`config.mk`:
```
export PLATFORM = sky130hd
export DESIGN_NAME = room_mode_select
export DESIGN_NICKNAME = d
export VERILOG_FILES = /design/src/shared/rtc_mode_pkg.sv /design/src/room_mode_select.sv /design/src/setpoint_calc.sv
export SDC_FILE = /design/constraint.sdc
export NUM_CORES = 1
export LEC_CHECK = 0
export BUFFER_PORTS_ARGS = -buffer_cell sky130_fd_sc_hd__buf_4
export CELL_PAD_IN_SITES_DETAIL_PLACEMENT = 0
export CELL_PAD_IN_SITES_GLOBAL_PLACEMENT = 1
export CORE_MARGIN = 3
export CORE_UTILIZATION = 23
export CTS_BUF_LIST = sky130_fd_sc_hd__clkbuf_4 sky130_fd_sc_hd__clkbuf_8 sky130_fd_sc_hd__clkbuf_16
export CTS_CLUSTER_DIAMETER = 50
export DETAILED_ROUTE_END_ITERATION = 16
export PLACE_DENSITY_LB_ADDON = 0.1
export SKIP_LAST_GASP = 1
export SLEW_MARGIN = 20
export SYNTH_ARGS = -nofsm -noshare
export SYNTH_HDL_FRONTEND = slang
export SYNTH_HIERARCHICAL = 1
export SYNTH_SLANG_ARGS = --single-unit
```
`constraint.sdc`:
```
create_clock -name MCLK -period 9.4 [get_ports MCLK]
set_input_delay 1.41 -clock MCLK [delete_from_list [all_inputs] [get_ports MCLK]]
set_output_delay 1.41 -clock MCLK [all_outputs]
set_load 0.03 [all_outputs]
```
`src/shared/rtc_mode_pkg.sv`:
```
package rtc_mode_pkg;
  // ==========================================================
  // register map, byte addresses on the AXI4-Lite port
  localparam int ADDR_W = 6;
  localparam logic [5:0] OFF_CTRL = 6'h00;
  localparam logic [5:0] OFF_PRESET = 6'h04;
  localparam logic [5:0] OFF_OBJS = 6'h08;
  localparam logic [5:0] OFF_LOCAL = 6'h0c;
  localparam logic [5:0] OFF_BASE = 6'h10;
  localparam logic [5:0] OFF_OFFSET = 6'h14;
  localparam logic [5:0] OFF_REDUCE = 6'h18;
  localparam logic [5:0] OFF_FROST = 6'h1c;
  localparam logic [5:0] OFF_HEAT = 6'h20;
  localparam logic [5:0] OFF_EXTEND = 6'h24;
  localparam logic [5:0] OFF_STATUS = 6'h28;

  // ==========================================================
  // field positions
  localparam int CTRL_NEW_BIT = 0;
  localparam int CTRL_PBTN_BIT = 1;
  localparam int OBJ_PRES_BIT = 0;
  localparam int OBJ_WIN_BIT = 1;
  localparam int OBJ_COMF_BIT = 2;
  localparam int OBJ_NIGHT_BIT = 3;
  localparam int OBJ_FROST_BIT = 4;
  localparam int ST_PRES_BIT = 4;
  localparam int ST_WIN_BIT = 5;
  localparam int ST_EXT_BIT = 6;
  localparam int ST_SP_LSB = 16;

  // ==========================================================
  // reset values; temperatures in 0.1 degree steps, signed
  localparam logic [1:0] CTRL_RST = 2'h1;
  localparam logic [15:0] BASE_RST = 16'h00d2;
  localparam logic [15:0] OFFSET_RST = 16'h0000;
  localparam logic [15:0] REDUCE_RST = 16'h0014;
  localparam logic [15:0] FROST_RST = 16'h0046;
  localparam logic [15:0] HEAT_RST = 16'h015e;
  localparam logic [15:0] EXTEND_RST = 16'h0e10;

  // ==========================================================
  // operating modes and their 2-bit request codes
  typedef enum logic [3:0] {
    M_COMFORT = 4'b0001,
    M_STANDBY = 4'b0010,
    M_NIGHT = 4'b0100,
    M_FROST = 4'b1000
  } mode_t;
  localparam logic [1:0] CODE_COMFORT = 2'h0;
  localparam logic [1:0] CODE_STANDBY = 2'h1;
  localparam logic [1:0] CODE_NIGHT = 2'h2;
  localparam logic [1:0] CODE_FROST = 2'h3;

  localparam logic [1:0] RESP_OKAY = 2'h0;
  localparam logic [1:0] RESP_SLVERR = 2'h2;

  // ==========================================================
  // timing: comfort extension counts in one-second ticks
  localparam int CLK_PERIOD_NS = 5;
  localparam int TICK_PERIOD_NS = 1000000000;
  localparam int TICK_CYC_1S = TICK_PERIOD_NS / CLK_PERIOD_NS;

  function automatic mode_t code_to_mode(input logic [1:0] c);
    case (c)
      CODE_COMFORT: code_to_mode = M_COMFORT;
      CODE_STANDBY: code_to_mode = M_STANDBY;
      CODE_NIGHT: code_to_mode = M_NIGHT;
      default: code_to_mode = M_FROST;
    endcase
  endfunction : code_to_mode

  // byte-lane merge for partial writes
  function automatic logic [31:0] merge_bytes(input logic [31:0] old,
      input logic [31:0] data, input logic [3:0] strb);
    logic [31:0] r;
    r = old;
    for (int i = 0; i < 4; i++) begin
      if (strb[i]) begin
        r[8*i +: 8] = data[8*i +: 8];
      end
    end
    merge_bytes = r;
  endfunction : merge_bytes
endpackage : rtc_mode_pkg

```
`src/room_mode_select.sv`:
```
// Function
// - preset object, button and scene share priority; latest request wins
// - window-contact frost request overrides every other mode source
// - with presence button, new preset during presence is taken, presence cleared
// - preset equal to the pre-presence mode is ignored, presence stays
// - presence from night or frost ends after comfort extension time
// - presence from standby gives comfort with no time limit
// - a configuration bit picks the new or old object scheme
// - new scheme: window state 1 forces frost/heat protection
// - new scheme: window 0 and presence 1 give comfort
// - new scheme: presence and window 0 follow the preset value
// - old scheme: frost object, then comfort object, then night/standby object
// - old scheme: closing window clears time-switch frost, shared object
// - heating comfort: base setpoint plus offset
// - heating standby and night: base plus offset minus standby reduction
// - heating frost mode: configured frost setpoint replaces everything
// - offset always relative to base setpoint, never accumulated
// - setpoint clamped between frost and heat protection values
//
// Chosen here: the register addresses and register access over AXI4-Lite.
`timescale 1ns/1ps
module room_mode_select
  import rtc_mode_pkg::*;
#(
  parameter int unsigned EXT_TICK_CYCLES = TICK_CYC_1S
) (
  input wire logic MCLK,
  input wire logic RST,
  input wire logic AWVALID,
  output logic AWREADY,
  input wire logic [ADDR_W-1:0] AWADDR,
  input wire logic [2:0] AWPROT,
  input wire logic WVALID,
  output logic WREADY,
  input wire logic [31:0] WDATA,
  input wire logic [3:0] WSTRB,
  output logic BVALID,
  input wire logic BREADY,
  output logic [1:0] BRESP,
  input wire logic ARVALID,
  output logic ARREADY,
  input wire logic [ADDR_W-1:0] ARADDR,
  input wire logic [2:0] ARPROT,
  output logic RVALID,
  input wire logic RREADY,
  output logic [31:0] RDATA,
  output logic [1:0] RRESP,
  output logic [3:0] MODE,
  output logic PRESENCE,
  output logic [15:0] SETPOINT
);
  // ==========================================================
  // bus slave: address and data latched independently
  logic aw_full, w_full;
  logic [ADDR_W-1:0] aw_addr;
  logic [31:0] w_data;
  logic [3:0] w_strb;
  logic wr_fire, rd_fire, wr_ok, rd_ok;
  logic [31:0] rd_data;

  assign wr_fire = aw_full & w_full & ~BVALID;
  assign rd_fire = ARVALID & ARREADY;

  // address-map membership; unmapped words answer with an error
  function automatic logic mapped(input logic [ADDR_W-1:0] a);
    mapped = (a[1:0] == 2'h0) && (a <= OFF_STATUS);
  endfunction : mapped

  assign wr_ok = mapped(aw_addr);
  assign rd_ok = mapped(ARADDR);

  // write channel handshakes; ready drops once a beat is held
  always_ff @(posedge MCLK) begin
    if (RST) begin
      aw_full <= 1'b0;
      w_full <= 1'b0;
      AWREADY <= 1'b1;
      WREADY <= 1'b1;
      BVALID <= 1'b0;
      BRESP <= RESP_OKAY;
      aw_addr <= '0;
      w_data <= 32'h00000000;
      w_strb <= 4'h0;
    end else begin
      if (AWVALID && AWREADY) begin
        aw_full <= 1'b1;
        aw_addr <= AWADDR;
        AWREADY <= 1'b0;
      end
      if (WVALID && WREADY) begin
        w_full <= 1'b1;
        w_data <= WDATA;
        w_strb <= WSTRB;
        WREADY <= 1'b0;
      end
      if (wr_fire) begin
        aw_full <= 1'b0;
        w_full <= 1'b0;
        BVALID <= 1'b1;
        BRESP <= wr_ok ? RESP_OKAY : RESP_SLVERR;
      end
      if (BVALID && BREADY) begin
        BVALID <= 1'b0;
        AWREADY <= 1'b1;
        WREADY <= 1'b1;
      end
    end
  end

  // read channel: one outstanding read, data registered
  always_ff @(posedge MCLK) begin
    if (RST) begin
      ARREADY <= 1'b1;
      RVALID <= 1'b0;
      RDATA <= 32'h00000000;
      RRESP <= RESP_OKAY;
    end else if (rd_fire) begin
      ARREADY <= 1'b0;
      RVALID <= 1'b1;
      RDATA <= rd_ok ? rd_data : 32'h00000000;
      RRESP <= rd_ok ? RESP_OKAY : RESP_SLVERR;
    end else if (RVALID && RREADY) begin
      RVALID <= 1'b0;
      ARREADY <= 1'b1;
    end
  end

  // ==========================================================
  // configuration registers
  logic [1:0] ctrl;
  logic [15:0] base, offs, reduce, frost_sp, heat_sp, ext_time;
  logic ctrl_wr, preset_wr, obj_wr, local_wr;
  logic scheme_new, pbtn_opt;
  mode_t wr_mode;

  assign ctrl_wr = wr_fire & (aw_addr == OFF_CTRL);
  assign preset_wr = wr_fire & (aw_addr == OFF_PRESET) & w_strb[0];
  assign obj_wr = wr_fire & (aw_addr == OFF_OBJS) & w_strb[0];
  assign local_wr = wr_fire & (aw_addr == OFF_LOCAL) & w_strb[0];
  assign wr_mode = code_to_mode(w_data[1:0]);
  assign scheme_new = ctrl[CTRL_NEW_BIT];
  assign pbtn_opt = ctrl[CTRL_PBTN_BIT];

  // 16-bit value words, byte lanes honoured
  function automatic logic [15:0] upd(input logic [15:0] old);
    logic [31:0] m;
    m = merge_bytes({16'h0000, old}, w_data, w_strb);
    upd = m[15:0];
  endfunction : upd

  always_ff @(posedge MCLK) begin
    if (RST) begin
      ctrl <= CTRL_RST;
      base <= BASE_RST;
      offs <= OFFSET_RST;
      reduce <= REDUCE_RST;
      frost_sp <= FROST_RST;
      heat_sp <= HEAT_RST;
      ext_time <= EXTEND_RST;
    end else if (wr_fire) begin
      if (ctrl_wr && w_strb[0]) begin
        ctrl <= w_data[1:0];
      end
      if (aw_addr == OFF_BASE) base <= upd(base);
      if (aw_addr == OFF_OFFSET) offs <= upd(offs);
      if (aw_addr == OFF_REDUCE) reduce <= upd(reduce);
      if (aw_addr == OFF_FROST) frost_sp <= upd(frost_sp);
      if (aw_addr == OFF_HEAT) heat_sp <= upd(heat_sp);
      if (aw_addr == OFF_EXTEND) ext_time <= upd(ext_time);
    end
  end

  // ==========================================================
  // mode sources and presence handling
  mode_t sel_mode, pre_mode, mode, next_sel, next_pre, next_mode;
  mode_t new_mode, old_mode;
  logic presence, window, o_comf, o_night, o_frost, ext_run;
  logic next_pres, next_win, next_comf, next_night, next_frost;
  logic next_run, ext_start, ext_expire, tick, evt, evt_q;
  logic [31:0] tick_cnt;
  logic [15:0] ext_cnt;
  logic pres_in, win_in;

  assign pres_in = w_data[OBJ_PRES_BIT];
  assign win_in = w_data[OBJ_WIN_BIT];

  always_comb begin
    next_sel = sel_mode;
    next_pre = pre_mode;
    next_pres = presence;
    next_win = window;
    next_comf = o_comf;
    next_night = o_night;
    next_frost = o_frost;
    next_run = ext_run;
    if (preset_wr) begin
      if (pbtn_opt && presence) begin
        // cyclic repeats of the old mode must not end presence
        if (wr_mode != pre_mode) begin
          next_sel = wr_mode;
          next_pres = 1'b0;
          next_run = 1'b0;
        end
      end else begin
        next_sel = wr_mode;
      end
    end
    if (local_wr) begin
      // button and scene also steer the old-scheme objects
      next_sel = wr_mode;
      next_comf = (wr_mode == M_COMFORT);
      next_night = (wr_mode == M_NIGHT);
      // an open window keeps the shared frost object set: window wins
      next_frost = (wr_mode == M_FROST) | window;
    end
    if (obj_wr) begin
      if (pres_in && !presence) begin
        next_pre = sel_mode;
        // only night or frost start the extension timer
        next_run = (sel_mode == M_NIGHT) || (sel_mode == M_FROST);
      end else if (!pres_in) begin
        next_run = 1'b0;
      end
      next_pres = pres_in;
      next_win = win_in;
      next_comf = w_data[OBJ_COMF_BIT];
      next_night = w_data[OBJ_NIGHT_BIT];
      // window and time switch share the frost object
      next_frost = w_data[OBJ_FROST_BIT] | win_in;
    end
    if (ext_expire) begin
      next_pres = 1'b0;
      next_run = 1'b0;
    end
  end

  assign ext_start = next_run & ~ext_run;

  // new scheme: window first, presence second, preset last
  assign new_mode = window ? M_FROST :
                    presence ? M_COMFORT :
                    sel_mode;
  // old scheme: frost, comfort, then night/standby object
  assign old_mode = o_frost ? M_FROST :
                    o_comf ? M_COMFORT :
                    o_night ? M_NIGHT : M_STANDBY;
  assign next_mode = scheme_new ? new_mode : old_mode;
  assign evt = ctrl_wr | preset_wr | obj_wr | local_wr | ext_expire;

  always_ff @(posedge MCLK) begin
    if (RST) begin
      sel_mode <= M_COMFORT;
      pre_mode <= M_COMFORT;
      presence <= 1'b0;
      window <= 1'b0;
      o_comf <= 1'b1;
      o_night <= 1'b0;
      o_frost <= 1'b0;
      ext_run <= 1'b0;
      evt_q <= 1'b0;
    end else begin
      sel_mode <= next_sel;
      pre_mode <= next_pre;
      presence <= next_pres;
      window <= next_win;
      o_comf <= next_comf;
      o_night <= next_night;
      o_frost <= next_frost;
      ext_run <= next_run;
      evt_q <= evt;
    end
  end

  // resolved mode held between events
  always_ff @(posedge MCLK) begin
    if (RST) begin
      mode <= M_COMFORT;
    end else if (evt_q) begin
      mode <= next_mode;
    end
  end

  // ==========================================================
  // comfort extension: second divider then down-counter
  assign tick = ext_run && (tick_cnt == EXT_TICK_CYCLES - 1);
  assign ext_expire = tick && (ext_cnt <= 16'h0001);

  always_ff @(posedge MCLK) begin
    if (RST) begin
      tick_cnt <= 32'h00000000;
      ext_cnt <= 16'h0000;
    end else if (ext_start || !ext_run) begin
      tick_cnt <= 32'h00000000;
      ext_cnt <= ext_time;
    end else if (tick) begin
      tick_cnt <= 32'h00000000;
      ext_cnt <= ext_cnt - 16'h0001;
    end else begin
      tick_cnt <= tick_cnt + 32'h00000001;
    end
  end

  // ==========================================================
  // setpoint and outputs
  logic [15:0] sp;

  setpoint_calc u_sp (
    .clk(MCLK),
    .rst(RST),
    .mode(mode),
    .base(base),
    .offset(offs),
    .reduce(reduce),
    .frost(frost_sp),
    .heat(heat_sp),
    .setpoint(sp)
  );

  assign SETPOINT = sp;

  always_ff @(posedge MCLK) begin
    if (RST) begin
      MODE <= 4'h0;
      PRESENCE <= 1'b0;
    end else begin
      MODE <= mode;
      PRESENCE <= presence;
    end
  end

  // read mux; reserved bits read zero
  always_comb begin
    case (ARADDR)
      OFF_CTRL: rd_data = {30'h0, ctrl};
      OFF_PRESET: rd_data = {28'h0, sel_mode};
      OFF_OBJS: rd_data = {27'h0, o_frost, o_night, o_comf,
                           window, presence};
      OFF_BASE: rd_data = {16'h0000, base};
      OFF_OFFSET: rd_data = {16'h0000, offs};
      OFF_REDUCE: rd_data = {16'h0000, reduce};
      OFF_FROST: rd_data = {16'h0000, frost_sp};
      OFF_HEAT: rd_data = {16'h0000, heat_sp};
      OFF_EXTEND: rd_data = {16'h0000, ext_time};
      OFF_STATUS: rd_data = {sp, 9'h000, ext_run, window, presence,
                             mode};
      default: rd_data = 32'h00000000;
    endcase
  end
endmodule : room_mode_select

```
`src/setpoint_calc.sv`:
```
`timescale 1ns/1ps
module setpoint_calc
  import rtc_mode_pkg::*;
(
  input wire logic clk,
  input wire logic rst,
  input wire mode_t mode,
  input wire logic [15:0] base,
  input wire logic [15:0] offset,
  input wire logic [15:0] reduce,
  input wire logic [15:0] frost,
  input wire logic [15:0] heat,
  output logic [15:0] setpoint
);
  // ==========================================================
  // heating setpoint per mode, widened so sums cannot wrap
  logic signed [17:0] base_x, offs_x, red_x, frost_x, heat_x;
  logic signed [17:0] raw;
  logic signed [17:0] next_sp;

  assign base_x = {{2{base[15]}}, base};
  assign offs_x = {{2{offset[15]}}, offset};
  assign red_x = {{2{reduce[15]}}, reduce};
  assign frost_x = {{2{frost[15]}}, frost};
  assign heat_x = {{2{heat[15]}}, heat};
  // offset always taken from the base, never stacked on the result
  assign raw = base_x + offs_x;

  // mode selection, then safety clamp
  always_comb begin
    case (mode)
      M_COMFORT: next_sp = raw;
      M_STANDBY: next_sp = raw - red_x;
      M_NIGHT: next_sp = raw - red_x;
      M_FROST: next_sp = frost_x;
      default: next_sp = frost_x;
    endcase
    if (next_sp < frost_x) begin
      next_sp = frost_x;
    end
    if (next_sp > heat_x) begin
      next_sp = heat_x;
    end
  end

  // registered so the output never glitches on a mode change
  always_ff @(posedge clk) begin
    if (rst) begin
      setpoint <= 16'h0000;
    end else begin
      setpoint <= next_sp[15:0];
    end
  end
endmodule : setpoint_calc
```
==> results.ini <==
[logic_synthesis]
syn_inst=1620
syn_area_per_cell_um2=8.485
synth_edf_count=0
netlist_area_mm2=0.01375
yosys.area.top_type=dfxtp_1
ys_top_cells_by_area=dfxtp_1, ha_1, mux2i_1, nor2_1, nand2_1
synth-seq-cells=251
synth_top_area_share=0.3656
synth_ff_type=dfxtp_1
synth.distinct_cells=88
async_flop_share=0
yosysWarningCount=6
synth_seq_area_share=0.3656

[cells_and_area]
nNetsFinal=1836
layout_commonest_cell=dfxtp_1
final_cell_mix=dfxtp_1, nor2_1, nand2_1, buf_4, a21oi_1
multi_input_area_mm2=0.008122
drive_above_1_share=0.1415
areaGrowthSynthToFinish_pct=21.29
fillCellCount=6327
final_area_mm2=0.01667
regArea_mm2=0.005025
diodes=0

[floorplan]
coreArea_mm2=0.05836
die_w_um=250.5
die_h_um=250.5
pin_count=123
start_util=0.2355
dieArea_mm2=0.06273
rows=88

[worst_setup_path]
worst-setup-path-type=reg -> reg
required_ns=9.82
slowest_stage=a2111oi_0
reg2reg_depth=31
arrival_ns=8.94
end_kind=flop
crit_path_max_fanout=16
critPathLaunchType=flop
r2r_end=u_sp/setpoint[9]
cp_num_buf_inv=2
cp_top_family=compound AO/OA/AOI/OAI gates
r2r-start=base[0]
rrSetupSlack_ns=0.88
max_stage_delay_ns=0.62
startpoint=base[0]

[grt]
gr-usage-met1=0.2312
overflow=0
grtUsageMet3=0.02471
antenna_found_initial=0
met2_usage=0.2758
grt_max_degree=83
grt_pass1_wl_mm=80.81
top_usage_layer=met2
grt_pass1_vias=12330
grt.total_usage=0.1689

[sta]
final_hold_viol_count=0
worst_pin_slew_ns=1.066
finalCriticalPeriod_ns=8.524
slew_headroom=0.2866
fmax_mhz=117.3
maxSlewViolCount=0
setup_violations=0
rsz0062_at_grt=false
period_share=0.9068
fin_tns_setup_ns=0
fin_skew_ns=0.02880

[cts]
cts_tree=built
clock_sinks=251
clock_latency_ns=0.56
cts_resized=0
clk_pin_slew_ns=0.06
h-tree-depth=2
cts_setup_buffers=0
root_buffer=clkbuf_16
ctsHoldBuffers=0
cts_buffer_depth=3
cts_buffers=42

[power]
pwr-share-comb=0.078
ir_drop_v=0.0001311
p_int_mw=2.115
power_frac_seq=0.391
cellPowerDensity_mw_per_mm2=172.5
power_switching_mw=0.7609
power.total_mw=2.876
leakage_nw=6.529
share_clk_of_total_power=0.531
switching_share=0.2646

[drt]
ant_nets=0
via_per_inst=4.974
dr.pass1.iters=4
routed_wl_mm=53.84
vias=12410
wire_per_inst_um=21.57
initialDrtViolationCount=762
remaining_drc_errors=0

[min_path]
holdPathStages=2
min_to=RDATA[5]
hp-class=reg -> reg
hold_start=RDATA[5]

[place]
gp_congestion=0.7993
dp.final_hpwl_mm=39.41
post_dp_cell_area_mm2=0.01525
port-buffer-count=96

[status]
status=completed

[job]
cap_violations=0

## power groups by stage
stage          logic (mW)  clock network (mW)  registers (mW)
2_1_floorplan       0.114                   0            1.15
3_3_place_gp        0.228                   0            1.15
3_5_place_dp        0.227                   0            1.15
4_1_cts             0.227                1.58            1.12
5_1_grt             0.246                1.63            1.13
6_report            0.225                1.53            1.12
## through the flow
stage          utilization  cells  hold slack (ns)  worst slack (ns)
4_1_cts             0.2852   2495           0.4747            0.6213
5_1_grt             0.2857   2496           0.5063            0.1763
3_3_place_gp        0.2614   2422           0.4602            0.6849
6_report            0.2857   2496           0.4714            0.8758
2_1_floorplan            -   1621           0.4456             2.377
3_5_place_dp        0.2614   2422           0.4626            0.6920
## kinds of logic (layout without fill, tap and decap cells)
| logic type | Yosys count | count (layout) | share of synthesized area |
|---|---|---|---|
| other | 1 | 2 | 0.0002728 |
| AND/OR/NAND/NOR | 620 | 620 | 0.2165 |
| buffers and inverters | 154 | 264 | 0.04515 |
| flip-flops | 251 | 251 | 0.3656 |
| multiplexers | 107 | 107 | 0.09348 |
| AO/OA/AOI/OAI | 358 | 358 | 0.1758 |
| adder cells (fa/ha/maj) | 73 | 73 | 0.06754 |
| XOR/XNOR | 56 | 56 | 0.03568 |
## worst register-to-register path, delay by kind of cell, from the launching register on
kind	cells	cell delay, ns
xor gates and xnor gates	1	0.10
and+or+nand+nor	6	1.16
DFF	1	0.37
buffers and inverters	2	0.29
AOI/OAI and AO/OA	15	3.98
adders and majority gates	5	1.71
muxes	2	0.77
## sequential cells by signal, indices dropped and copies added, names as in the netlist, 2 cells and up
signal         count
ctrl               2
ext_cnt           16
reduce            16
mode               4
sel_mode           4
MODE               4
offs              16
aw_addr            6
ext_time          16
RDATA             32
pre_mode           4
heat_sp           16
w_data            16
u_sp/setpoint     16
base              16
frost_sp          16
tick_cnt          32
w_strb             2
## synth_stat cells (5+ instances only)
| cell | instances |
|---|---|
| a2111oi_0 | 5 |
| a211oi_1 | 13 |
| a21o_1 | 16 |
| a21oi_1 | 101 |
| a221oi_1 | 5 |
| a22o_1 | 18 |
| a22oi_1 | 31 |
| a311oi_1 | 15 |
| a31oi_1 | 9 |
| and2_1 | 8 |
| and3_1 | 10 |
| and4_1 | 5 |
| buf_1 | 7 |
| clkbuf_1 | 67 |
| dfxtp_1 | 251 |
| ha_1 | 71 |
| inv_1 | 71 |
| mux2_2 | 10 |
| mux2i_1 | 79 |
| mux4_2 | 15 |
| nand2_1 | 180 |
| nand2b_1 | 13 |
| nand3_1 | 67 |
| nand4_1 | 24 |
| nor2_1 | 203 |
| nor2b_1 | 13 |
| nor3_1 | 23 |
| nor4_1 | 15 |
| nor4b_1 | 6 |
| o21a_1 | 6 |
| o21ai_0 | 58 |
| o221ai_1 | 7 |
| o22ai_1 | 6 |
| o31ai_1 | 22 |
| or2_2 | 5 |
| or3_1 | 8 |
| or4_1 | 14 |
| xnor2_1 | 24 |
| xor2_1 | 32 |
## metal layers
| metal | vias to the layer above | wire (um) |
|---|---|---|
| li1 | 6054 | - |
| met1 | 6081 | 25690 |
| met2 | 209 | 25080 |
| met3 | 70 | 1738 |
| met4 | 0 | 1326 |
| met5 | - | 0 |
## worst max-delay path by stage
stage | endpoint | slack [ns] | cells past startpoint
2_1_floorplan | u_sp/setpoint[14] | 2.38 | 33
3_3_place_gp | u_sp/setpoint[13] | 0.68 | 30
3_5_place_dp | u_sp/setpoint[13] | 0.69 | 30
4_1_cts | u_sp/setpoint[13] | 0.62 | 30
5_1_grt | u_sp/setpoint[9] | 0.18 | 34
6_report | u_sp/setpoint[9] | 0.88 | 31
## final cells by class
type,count,area share
sequential,251,0.3014
clock buffer,54,0.07137
tap,765,0.05741
inverter,72,0.01621
timing repair buffer,119,0.05426
clock inverter,19,0.01223
multi-input combinational,1216,0.4871
No activity file was read; power rests on OpenSTA's default activity.
